==> src/psf_regs.vh <==
// register offsets, field positions and reset values of the program status word block
`ifndef PSF_REGS_VH
`define PSF_REGS_VH

// ==========================================
// register byte offsets
`define PSF_OFF_STATUS_WORD 8'hD0
`define PSF_OFF_ALU_CTRL 8'hD4
`define PSF_OFF_ALU_OPS 8'hD8
`define PSF_OFF_ALU_RESULT 8'hDC
`define PSF_OFF_ACC 8'hE0
`define PSF_OFF_BANK_BASE 8'hE4
`define PSF_OFF_WREG_IDX 8'hE8
`define PSF_OFF_WREG_DATA 8'hEC

// ==========================================
// status word bit positions
`define PSF_BIT_CARRY 7
`define PSF_BIT_AUX 6
`define PSF_BIT_UF0 5
`define PSF_BIT_BANK_HI 4
`define PSF_BIT_BANK_LO 3
`define PSF_BIT_OVF 2
`define PSF_BIT_UF1 1
`define PSF_BIT_PAR 0

// ==========================================
// alu op codes (alu control bits 3:0)
`define PSF_OP_ADD 4'h0
`define PSF_OP_ADDC 4'h1
`define PSF_OP_SUBB 4'h2
`define PSF_OP_ANL_C 4'h3
`define PSF_OP_ORL_C 4'h4
`define PSF_OP_CPL_C 4'h5
`define PSF_OP_MOV_C 4'h6
`define PSF_OP_CLR_C 4'h7
`define PSF_OP_SETB_C 4'h8

// ==========================================
// reset values and bus answers
`define PSF_RST_STATUS 8'h00
`define PSF_RST_ACC 8'h00
`define PSF_RESP_OKAY 2'h0
`define PSF_RESP_SLVERR 2'h2

`endif

==> src/psf_bank_mem.v <==
// four-bank working register store, registered read port
`timescale 1ns/1ps
`default_nettype none

module psf_bank_mem #(
    parameter AW = 5,
    parameter DW = 8
) (
    input wire clk, // core clock
    input wire we, // write strobe
    input wire [AW-1:0] waddr, // write address
    input wire [DW-1:0] wdata, // write data
    input wire [AW-1:0] raddr, // read address
    output reg [DW-1:0] rdata // registered read data
);
    reg [DW-1:0] mem [0:(1<<AW)-1];

    always @(posedge clk) begin
        if (we) begin
            mem[waddr] <= wdata;
        end
        rdata <= mem[raddr];
    end
endmodule

`default_nettype wire

==> src/psf_top.v <==
// program status word logic with alu flag generation, over an axi4-lite slave
// Notes on behaviour
// RQ1 - carry set on carry out of msb
// RQ2 - carry is boolean bit accumulator
// RQ3 - aux carry from nibble boundary carry
// RQ4 - overflow when bit6 and bit7 carries differ
// RQ5 - parity follows accumulator odd count
// RQ6 - two user flags, software only
// RQ7 - bank select places bank at 8*bank
// RQ8 - status writes store all but parity
//
// The AXI4-Lite interface to the registers was left to the implementer.
`timescale 1ns/1ps
`default_nettype none
`include "psf_regs.vh"

module psf_top (
    input wire aclk, // core clock, 20 MHz
    input wire aresetn, // synchronous reset, active low
    input wire [7:0] s_axi_awaddr, // write address
    input wire s_axi_awvalid, // write address valid
    output reg s_axi_awready, // write address ready
    input wire [31:0] s_axi_wdata, // write data
    input wire [3:0] s_axi_wstrb, // write byte strobes
    input wire s_axi_wvalid, // write data valid
    output reg s_axi_wready, // write data ready
    output reg [1:0] s_axi_bresp, // write response
    output reg s_axi_bvalid, // write response valid
    input wire s_axi_bready, // write response ready
    input wire [7:0] s_axi_araddr, // read address
    input wire s_axi_arvalid, // read address valid
    output reg s_axi_arready, // read address ready
    output reg [31:0] s_axi_rdata, // read data
    output reg [1:0] s_axi_rresp, // read response
    output reg s_axi_rvalid, // read data valid
    input wire s_axi_rready, // read data ready
    output reg [7:0] status_word_q, // status word to the core
    output reg [4:0] bank_base_q // base address of the active bank
);
    // ==========================================
    // functions
    function [7:0] lane0;
        input [31:0] d;
        input [3:0] s;
        input [7:0] old;
        begin
            lane0 = s[0] ? d[7:0] : old;
        end
    endfunction

    function [2:0] addc8;
        // returns {carry7, carry3, carry6} for a + b + cin
        input [7:0] a;
        input [7:0] b;
        input cin;
        reg [4:0] lo;
        reg [7:0] mid;
        reg [8:0] full;
        begin
            lo = {1'b0, a[3:0]} + {1'b0, b[3:0]} + {4'h0, cin};
            mid = {1'b0, a[6:0]} + {1'b0, b[6:0]} + {7'h00, cin};
            full = {1'b0, a} + {1'b0, b} + {8'h00, cin};
            addc8 = {full[8], lo[4], mid[7]};
        end
    endfunction

    // ==========================================
    // state
    reg [7:0] acc_q;
    reg [7:0] op_a_q;
    reg [7:0] op_b_q;
    reg [7:0] result_q;
    reg bit_in_q;
    reg [7:0] flags_q; // bits 7..1 stored, bit 0 unused
    reg [7:0] wr_addr_q;
    reg [31:0] wr_data_q;
    reg [3:0] wr_strb_q;
    reg aw_have_q;
    reg w_have_q;
    reg rd_pend_q;
    reg [7:0] rd_addr_q;
    reg [2:0] wreg_idx_q;

    wire parity_w = ^acc_q; // [RQ5]
    wire [7:0] status_w = {flags_q[7:1], parity_w};

    // ==========================================
    // write channel capture, either order
    wire wr_go = aw_have_q && w_have_q && !s_axi_bvalid;
    wire [3:0] op_w = wr_data_q[3:0];
    wire op_start = wr_go && wr_addr_q == `PSF_OFF_ALU_CTRL && wr_strb_q[0];
    wire st_wr = wr_go && wr_addr_q == `PSF_OFF_STATUS_WORD;

    wire [7:0] sub_b = ~op_b_q;
    wire sub_mode = (op_w == `PSF_OP_SUBB);
    wire [7:0] add_b = sub_mode ? sub_b : op_b_q;
    wire add_cin = (op_w == `PSF_OP_ADD) ? 1'b0 :
                   (sub_mode ? ~flags_q[`PSF_BIT_CARRY] : flags_q[`PSF_BIT_CARRY]);
    wire [2:0] cv = addc8(op_a_q, add_b, add_cin);
    wire [7:0] sum_w = op_a_q + add_b + {7'h00, add_cin};
    wire [7:0] st_lane = lane0(wr_data_q, wr_strb_q, flags_q);

    // ==========================================
    // working registers: the bank select picks which eight of the 32 bytes are seen
    // read data lag the address by one cycle; a read racing a bank switch may see the old bank
    wire [4:0] wreg_addr = {flags_q[`PSF_BIT_BANK_HI:`PSF_BIT_BANK_LO], wreg_idx_q}; // [RQ7]
    wire wreg_we = wr_go && wr_addr_q == `PSF_OFF_WREG_DATA && wr_strb_q[0];
    wire [7:0] wreg_rdata;

    psf_bank_mem #(
        .AW(5),
        .DW(8)
    ) u_bank_mem (
        .clk(aclk), // core clock
        .we(wreg_we), // store strobe
        .waddr(wreg_addr), // bank and index
        .wdata(wr_data_q[7:0]), // lane 0 only
        .raddr(wreg_addr), // same location read back
        .rdata(wreg_rdata) // registered
    );

    always @(posedge aclk) begin
        if (!aresetn) begin
            s_axi_awready <= 1'b0;
            s_axi_wready <= 1'b0;
            s_axi_bvalid <= 1'b0;
            s_axi_bresp <= `PSF_RESP_OKAY;
            aw_have_q <= 1'b0;
            w_have_q <= 1'b0;
            wr_addr_q <= 8'h00;
            wr_data_q <= 32'h00000000;
            wr_strb_q <= 4'h0;
            flags_q <= `PSF_RST_STATUS;
            acc_q <= `PSF_RST_ACC;
            op_a_q <= 8'h00;
            op_b_q <= 8'h00;
            result_q <= 8'h00;
            bit_in_q <= 1'b0;
            wreg_idx_q <= 3'h0;
        end else begin
            s_axi_awready <= !aw_have_q && !s_axi_awready && s_axi_awvalid;
            s_axi_wready <= !w_have_q && !s_axi_wready && s_axi_wvalid;
            if (s_axi_awvalid && s_axi_awready) begin
                aw_have_q <= 1'b1;
                wr_addr_q <= s_axi_awaddr;
            end
            if (s_axi_wvalid && s_axi_wready) begin
                w_have_q <= 1'b1;
                wr_data_q <= s_axi_wdata;
                wr_strb_q <= s_axi_wstrb;
            end
            if (s_axi_bvalid && s_axi_bready) begin
                s_axi_bvalid <= 1'b0;
            end
            if (wr_go) begin
                aw_have_q <= 1'b0;
                w_have_q <= 1'b0;
                s_axi_bvalid <= 1'b1;
                case (wr_addr_q)
                    `PSF_OFF_STATUS_WORD, `PSF_OFF_ALU_CTRL, `PSF_OFF_ALU_OPS,
                    `PSF_OFF_ACC, `PSF_OFF_WREG_IDX, `PSF_OFF_WREG_DATA: begin
                        s_axi_bresp <= `PSF_RESP_OKAY;
                    end
                    `PSF_OFF_ALU_RESULT, `PSF_OFF_BANK_BASE: begin
                        s_axi_bresp <= `PSF_RESP_OKAY; // read-only, write ignored
                    end
                    default: begin
                        s_axi_bresp <= `PSF_RESP_SLVERR;
                    end
                endcase
            end
            // parity is never stored; it is recomputed from the accumulator
            if (st_wr) begin
                flags_q[7:1] <= st_lane[7:1]; // [RQ8] [RQ6] [RQ7]
            end
            if (wr_go && wr_addr_q == `PSF_OFF_ACC && wr_strb_q[0]) begin
                acc_q <= wr_data_q[7:0];
            end
            // index is kept across bank switches
            if (wr_go && wr_addr_q == `PSF_OFF_WREG_IDX && wr_strb_q[0]) begin
                wreg_idx_q <= wr_data_q[2:0];
            end
            if (wr_go && wr_addr_q == `PSF_OFF_ALU_OPS) begin
                op_a_q <= lane0(wr_data_q, wr_strb_q, op_a_q);
                if (wr_strb_q[1]) begin
                    op_b_q <= wr_data_q[15:8];
                end
                if (wr_strb_q[2]) begin
                    bit_in_q <= wr_data_q[16];
                end
            end
            // user flags and bank select are not touched here
            if (op_start) begin
                case (op_w)
                    `PSF_OP_ADD, `PSF_OP_ADDC, `PSF_OP_SUBB: begin
                        result_q <= sum_w;
                        acc_q <= sum_w;
                        // subtract reports borrow, the inverted carry
                        flags_q[`PSF_BIT_CARRY] <= cv[2] ^ sub_mode; // [RQ1]
                        flags_q[`PSF_BIT_AUX] <= cv[1] ^ sub_mode; // [RQ3]
                        flags_q[`PSF_BIT_OVF] <= cv[2] ^ cv[0]; // [RQ4]
                    end
                    `PSF_OP_ANL_C: begin
                        flags_q[`PSF_BIT_CARRY] <= flags_q[`PSF_BIT_CARRY] & bit_in_q; // [RQ2]
                    end
                    `PSF_OP_ORL_C: begin
                        flags_q[`PSF_BIT_CARRY] <= flags_q[`PSF_BIT_CARRY] | bit_in_q; // [RQ2]
                    end
                    `PSF_OP_CPL_C: begin
                        flags_q[`PSF_BIT_CARRY] <= ~flags_q[`PSF_BIT_CARRY]; // [RQ2]
                    end
                    `PSF_OP_MOV_C: begin
                        flags_q[`PSF_BIT_CARRY] <= bit_in_q; // [RQ2]
                    end
                    `PSF_OP_CLR_C: begin
                        flags_q[`PSF_BIT_CARRY] <= 1'b0; // [RQ2]
                    end
                    `PSF_OP_SETB_C: begin
                        flags_q[`PSF_BIT_CARRY] <= 1'b1; // [RQ2]
                    end
                    default: begin
                        result_q <= result_q;
                    end
                endcase
            end
        end
    end

    // ==========================================
    // outputs to the core
    always @(posedge aclk) begin
        if (!aresetn) begin
            status_word_q <= `PSF_RST_STATUS;
            bank_base_q <= 5'h00;
        end else begin
            status_word_q <= status_w; // [RQ5]
            bank_base_q <= {status_w[`PSF_BIT_BANK_HI:`PSF_BIT_BANK_LO], 3'h0}; // [RQ7]
        end
    end

    // ==========================================
    // read channel: one cycle to register, data the next
    always @(posedge aclk) begin
        if (!aresetn) begin
            s_axi_arready <= 1'b0;
            s_axi_rvalid <= 1'b0;
            s_axi_rdata <= 32'h00000000;
            s_axi_rresp <= `PSF_RESP_OKAY;
            rd_pend_q <= 1'b0;
            rd_addr_q <= 8'h00;
        end else begin
            s_axi_arready <= !rd_pend_q && !s_axi_rvalid && !s_axi_arready
                && s_axi_arvalid;
            if (s_axi_arvalid && s_axi_arready) begin
                rd_pend_q <= 1'b1;
                rd_addr_q <= s_axi_araddr;
            end
            if (s_axi_rvalid && s_axi_rready) begin
                s_axi_rvalid <= 1'b0;
            end
            if (rd_pend_q && !s_axi_rvalid) begin
                rd_pend_q <= 1'b0;
                s_axi_rvalid <= 1'b1;
                s_axi_rresp <= `PSF_RESP_OKAY;
                case (rd_addr_q)
                    `PSF_OFF_STATUS_WORD: s_axi_rdata <= {24'h000000, status_w};
                    `PSF_OFF_ALU_CTRL: s_axi_rdata <= 32'h00000000;
                    `PSF_OFF_ALU_OPS: s_axi_rdata <= {15'h0000, bit_in_q, op_b_q, op_a_q};
                    `PSF_OFF_ALU_RESULT: s_axi_rdata <= {24'h000000, result_q};
                    `PSF_OFF_ACC: s_axi_rdata <= {24'h000000, acc_q};
                    `PSF_OFF_WREG_IDX: s_axi_rdata <= {29'h0000000, wreg_idx_q};
                    `PSF_OFF_WREG_DATA: s_axi_rdata <= {24'h000000, wreg_rdata};
                    `PSF_OFF_BANK_BASE: s_axi_rdata <= {27'h0000000,
                        status_w[`PSF_BIT_BANK_HI:`PSF_BIT_BANK_LO], 3'h0};
                    default: begin
                        s_axi_rdata <= 32'h00000000;
                        s_axi_rresp <= `PSF_RESP_SLVERR;
                    end
                endcase
            end
        end
    end
endmodule

`default_nettype wire

==> config.mk <==
export PLATFORM = sky130hd
export DESIGN_NAME = psf_top
export DESIGN_NICKNAME = d
export VERILOG_FILES = /design/src/psf_bank_mem.v /design/src/psf_top.v
export VERILOG_INCLUDE_DIRS = /design/src /design/src/src
export SDC_FILE = /design/constraint.sdc
export NUM_CORES = 1
export LEC_CHECK = 0
export BUFFER_PORTS_ARGS = -buffer_cell sky130_fd_sc_hd__buf_2
export CAP_MARGIN = 25
export CORE_ASPECT_RATIO = 0.6
export CORE_MARGIN = 10
export CORE_UTILIZATION = 25
export CTS_CLUSTER_DIAMETER = 50
export DETAILED_ROUTE_END_ITERATION = 8
export PLACE_DENSITY_LB_ADDON = 0.25
export SLEW_MARGIN = 20
export SYNTH_ARGS = -nofsm -noshare
export SYNTH_HDL_FRONTEND = slang
export SYNTH_HIERARCHICAL = 1
export SYNTH_SLANG_ARGS = --single-unit
==> constraint.sdc <==
create_clock -name aclk -period 3.75 [get_ports aclk]
set_input_delay 0.1875 -clock aclk [delete_from_list [all_inputs] [get_ports aclk]]
set_output_delay 0.1875 -clock aclk [all_outputs]
set_load 0.005 [all_outputs]
==> metrics.txt, run 1 <==
status finished clean; Core Util, Final 30.2%; PortBufs 76; die height 213 µm; largest cells by area after synthesis edfxtp_1 49%, dfxtp_1 16%, mux4_2 12%; synth cell count leaders 256 x edfxtp_1, 122 x dfxtp_1, 98 x nand2_1, 80 x mux4_2, 54 x nor2_1; Clock Path Buffers 3; critical path arrival 3.73 ns; Req. time, crit path 4.13 ns; HPWL after DPL 29.4 mm; share of the synthesized area in the top cell type 49.4%; Setup CP Type reg -> reg; buffers plus inverters on the worst setup path 0; warnings from Yosys 6; post-route cell area 0.0185 mm²; H-tree depth 2; leading area contributor after synthesis edfxtp_1; Core Region 0.0613 mm²; placed instance area 0.0171 mm²; worst-path maximum fanout 4; syn avg cell area 14.9 µm²; slowest cell on the critical path o41ai_1; fin. max-slew vios 0; DRC viols 0; CTS tree yes; crit-path cells nor3_1, and2_1, xnor2_1, fa_1, fa_1, nand2b_1, a21oi_1, nor4b_1, o41ai_1, a21boi_0; Post-CTS Setup Bufs 0; GR Overflow Total 0; WL per Instance 21.1 µm; Seq cells post-synth 378; CTS clk-pin slew, worst paths 0.07 ns; Async SR Flop Fraction 0%; first-pass GRT wire length 63.4 mm; clock latency on the worst-skew pair 0.53 ns; r2r startpoint wr_data_q[3]; fin crit share 89.4%; top-count cell post-synth edfxtp_1; pwr dens 429 mW/mm²; Slew HR 32.7%; Top delay family on crit path compound AO/OA/AOI/OAI gates; DRT Wirelength 43.3 mm; io pins 113; via/cell ratio 4.58; Reg area 0.0101 mm²; Tmin final 3.35 ns; fillers 6,157; Die Area 0.0730 mm²; multi-input logic area 0.00506 mm²; pre-CTS setup slack 0.407 ns; MaxCap Viol Count 0; initial antenna violation count 2; Root Buffer Master clkbuf_16; Critical Path Sink Type flop; Hold Violations, Final 0; DRT Pass-1 Iters 5; Initial Util 25.4%; largest net degree at the start of global routing 98; post-cts hold buffer count 41; library cells used by synthesis 71; HP Class in -> reg; vias post-DR 9,381; Layout area overhead 18.8%; sequential fraction of the synthesis area 65.1%; Antenna Violating Nets Remaining 0; Die W 342 µm; row cnt 70; Critical path origin wr_data_q[3]; Max Freq 298 MHz; setup ws final 0.399 ns; clock skew 0.0128 ns; layout cell share with drive strength beyond 1 23.6%; Final setup viols 0; vias in the first global route 9,201; Num CTS Buffers 35; post-cts resize count 0; hold path startpoint aresetn; Mapped Cells 1,048; P_leak 6.20 nW; Nets 1,269; VDD IR-drop max 0.000228 V; CP peak stage delay 0.52 ns; synthesized area 0.0156 mm²; gp weighted congestion 0.820; CP Launch Type flop; initial detailed-routing violation count 888; CP most frequent cell fa_1; worst-margin pin slew 1.01 ns; Post-synth EDFFs 256; global-route usage over all layers 11.5%; Clock Sinks 378; RSZ-0062 raised after global routing no; TNS Setup 0 ns; Synth Flop Type edfxtp_1
-- worst min-delay path, cell delays in order --
cell and delay, ns:
buf_2 0.11, nand2_1 0.10, nor4_2 0.11, inv_1 0.07, o21ai_0 0.07
-- cell families (layout without fill, tap and decap cells) --
kind of cell,after synthesis,in the layout,synth area share [%]
AOI/OAI and AO/OA,148,148,6.98
xor gates and xnor gates,17,17,0.956
adders and majority gates,9,9,0.820
buffers and inverters,92,246,2.97
DFF,378,378,65.1
muxes,116,116,14.0
other,1,21,0.0241
and+or+nand+nor,287,287,9.20
-- layer usage --
layer	wire, µm	track usage [%]	vias up
met2	16200	14.4	288
met4	515	1.95	0
met3	3380	2.90	43
li1	-	-	4270
met1	23200	19.1	4780
met5	0	0	-
-- report_power, final --
group	switching, mW	leakage [nW]	total, mW	internal, mW
clock	1.53	0.482	3.28	1.75
combinational	0.117	2.32	0.202	0.0849
sequential	0.0273	3.41	4.46	4.44
total	1.68	6.20	7.94	6.27
-- cells in the final DEF (no fill, tap or decap), drive strengths merged, types with 15 or more instances in the layout --
master	synthesis	final
a21boi	55	55
a21oi	16	16
a22o	18	18
buf	39	134
clkbuf	39	45
conb	1	20
dfxtp	122	122
dlygate4sd3	0	41
edfxtp	256	256
inv	14	15
mux2i	23	23
mux4	80	80
nand2	98	98
nand3	35	35
nor2	55	55
nor2b	21	21
-- layout make-up --
class	count	share of cell area [%]
inverter	14	0.284
multi-input combinational	597	27.3
antenna	1	0.0135
tap	828	5.60
sequential	378	54.8
clock inverter	12	0.352
clock buffer	45	5.01
timing repair buffer	175	6.63
-- stage by stage --
| stage | total power, mW | cells | hold slack [ns] |
|---|---|---|---|
| floorplan | 4.66 | 1067 | 0.306 |
| global placement | 4.72 | 1951 | 0.432 |
| detailed placement | 4.72 | 1951 | 0.442 |
| CTS | 8.04 | 2049 | 0.165 |
| global route | 8.24 | 2049 | 0.213 |
| finish | 7.94 | 2050 | 0.180 |
-- state kept, by name, summed over array words and instances, names as in the netlist, 8 cells and up --
name / count
acc_q: 8
rd_addr_q: 8
u_bank_mem/mem: 256
status_word_q: 8
wr_addr_q: 8
u_bank_mem/rdata: 8
wr_data_q: 17
result_q: 8
op_a_q: 8
s_axi_rdata: 17
op_b_q: 8
-- path summary, 6_finish.rpt --
check                           slack, ns              to  cells after the start
worst max-delay path                 0.40        acc_q[6]                     10
worst min-delay path                 0.18  s_axi_rdata[0]                      5
worst max register to register       0.40        acc_q[6]                     10
worst min register to register       0.45  s_axi_rdata[3]                      2
Power figures use the tool's default switching activity.
==> run 2, diff against run 1 <==
--- a/config.mk
+++ b/config.mk
@@ -11,9 +11,7 @@
 export CORE_ASPECT_RATIO = 0.6
 export CORE_MARGIN = 10
 export CORE_UTILIZATION = 25
-export CTS_CLUSTER_DIAMETER = 50
 export DETAILED_ROUTE_END_ITERATION = 8
-export PLACE_DENSITY_LB_ADDON = 0.25
 export SLEW_MARGIN = 20
 export SYNTH_ARGS = -nofsm -noshare
 export SYNTH_HDL_FRONTEND = slang
==> metrics.txt, run 2 (synthesized netlist as in run 1, its figures left out) <==
status finished clean (unchanged); crit-path cells nor3_1, and2_1, xnor2_1, fa_1, fa_1, nand2b_1, a21oi_1, o22ai_1, or4_1, a31oi_1 (was nor3_1, and2_1, xnor2_1, fa_1, fa_1, nand2b_1, a21oi_1, nor4b_1, o41ai_1, a21boi_0); Core Util, Final 30.5% (was 30.2%); initial antenna violation count 4 (was 2); multi-input logic area 0.00505 mm² (was 0.00506 mm²); fillers 6,093 (was 6,157); DRC viols 0 (unchanged); DRT Wirelength 41.0 mm (was 43.3 mm); clock skew 0.0118 ns (was 0.0128 ns); H-tree depth 1 (was 2); CP most frequent cell fa_1 (unchanged); Core Region 0.0613 mm² (unchanged); RSZ-0062 raised after global routing no (unchanged); r2r startpoint wr_data_q[3] (unchanged); global-route usage over all layers 10.8% (was 11.5%); Num CTS Buffers 31 (was 35); layout cell share with drive strength beyond 1 23.2% (was 23.6%); Biggest register u_bank_mem/mem (unchanged); worst-margin pin slew 0.939 ns (was 1.01 ns); P_leak 6.25 nW (was 6.20 nW); Clock Path Buffers 3 (unchanged); Reg area 0.0101 mm² (about the same); max reg flops 256 (unchanged); MaxCap Viol Count 0 (unchanged); WL per Instance 19.9 µm (was 21.1 µm); hold path startpoint aresetn (unchanged); HPWL after DPL 27.9 mm (was 29.4 mm); Critical Path Sink Type flop (unchanged); Die W 342 µm (unchanged); commonest cells after routing, fill and taps aside 256 x edfxtp_1, 119 x dfxtp_1, 98 x nand2_1, 80 x mux4_2, 77 x buf_2 (was 256 x edfxtp_1, 119 x dfxtp_1, 98 x nand2_1, 80 x mux4_2, 76 x buf_2); PortBufs 76 (unchanged); slowest cell on the critical path or4_1 (was o41ai_1); Clock Sinks 378 (unchanged); # diodes 0 (was 1); Final setup viols 0 (unchanged); clock latency on the worst-skew pair 0.59 ns (was 0.53 ns); largest net degree at the start of global routing 98 (unchanged); Top delay family on crit path simple AND/OR/NAND/NOR gates (was compound AO/OA/AOI/OAI gates); CTS clk-pin slew, worst paths 0.07 ns (about the same); row cnt 70 (unchanged); Max Freq 309 MHz (was 298 MHz); CP Launch Type flop (unchanged); CTS tree yes (unchanged); Slew HR 37.4% (was 32.7%); Nets 1,278 (was 1,269); fin. max-slew vios 0 (unchanged); gp weighted congestion 0.831 (was 0.820); pwr dens 429 mW/mm² (about the same); CP peak stage delay 0.44 ns (was 0.52 ns); commonest non-fill, non-tap cell in the layout edfxtp_1 (unchanged); vias post-DR 9,635 (was 9,381); total power 8.02 mW (was 7.94 mW); io pins 113 (unchanged); DRT Pass-1 Iters 5 (unchanged); post-cts resize count 0 (unchanged); reg-to-reg slack, setup 0.51 ns (was 0.40 ns); critical path arrival 3.75 ns (was 3.73 ns); fin crit share 86.3% (was 89.4%); Regs by FF count u_bank_mem/mem (256), s_axi_rdata (17), wr_data_q (17) (unchanged); VDD IR-drop max 0.000317 V (was 0.000228 V); Root Buffer Master clkbuf_16 (unchanged); via/cell ratio 4.67 (was 4.58); Layout area overhead 20.1% (was 18.8%); vias in the first global route 9,102 (was 9,201); Post-CTS Setup Bufs 0 (unchanged); GR Overflow Total 0 (unchanged); TNS Setup 0 ns (unchanged); Setup CP Type reg -> reg (unchanged); Antenna Violating Nets Remaining 0 (unchanged); Initial Util 25.4% (unchanged); first-pass GRT wire length 60.5 mm (was 63.4 mm); die height 213 µm (unchanged); initial detailed-routing violation count 1,110 (was 888); HP Class in -> reg (unchanged); Req. time, crit path 4.26 ns (was 4.13 ns); Die Area 0.0730 mm² (unchanged); buffers plus inverters on the worst setup path 0 (unchanged); Critical path origin wr_data_q[3] (unchanged); Tmin final 3.24 ns (was 3.35 ns); Hold Violations, Final 0 (unchanged); worst-path maximum fanout 4 (unchanged)
-- run 2: cell count changes in the layout (fill, tap and decap cells not counted), moves of 2 or more --
cell,delta
bufinv_16,+5
dlygate4sd3_1,+14
clkbuf_16,-4
buf_12,+2
clkbuf_1,-3
clkinv_1,+4
buf_4,-5
-- run 2: path summary, 6_finish.rpt --
check                                       to  cells after the start
worst max-delay path                flags_q[7]                     10
worst min-delay path            s_axi_rdata[3]                      5
worst max register to register      flags_q[7]                     10
worst min register to register     result_q[3]                      2
-- run 2: tightest hold or removal path, stage by stage --
cell     delay [ns]
buf_2          0.11
nand2_1        0.09
nor4_1         0.09
inv_1          0.06
o21ai_0        0.07
-- run 2: through the flow --
step,std cells,hold WS (ns),instance area [µm²],setup WS (ns)
after floorplan,1067,0.306,15600,0.0205
after global placement,1948,0.433,17100,0.574
after detailed placement,1949,0.444,17100,0.541
after CTS,2062,0.0664,18700,0.532
after global routing,2063,0.121,18700,0.265
final,2063,0.0811,18700,0.513
-- run 2: timing repair --
item                                    CTS  global route
hold buffers                             55             0
hold endpoints to repair                 42             0
endpoints found under the setup margin    0             0
-- run 2: area by class of cell --
type                    count  area share, %
flip-flops and latches    378           54.2
multi-input cells         597           27.0
repair buffers            188           7.43
well taps                 828           5.54
clock buffers              36           4.25
clock inverters            22           1.26
inverters                  14          0.281
-- run 2: power breakdown --
group          internal, mW  switching, mW  leakage [nW]
combinational        0.0907          0.116          2.34
sequential             4.44         0.0273          3.40
clock                  1.86           1.49         0.498
total                  6.39           1.64          6.25
-- run 2: routing by layer --
layer | track usage (%) | routed length (µm) | vias up
met1 | 17.4 | 20200 | 4893
met3 | 3.40 | 4490 | 47
met4 | 1.62 | 520 | 6
met5 | 1.14 | 134 | -
li1 | - | - | 4291
met2 | 13.6 | 15700 | 398
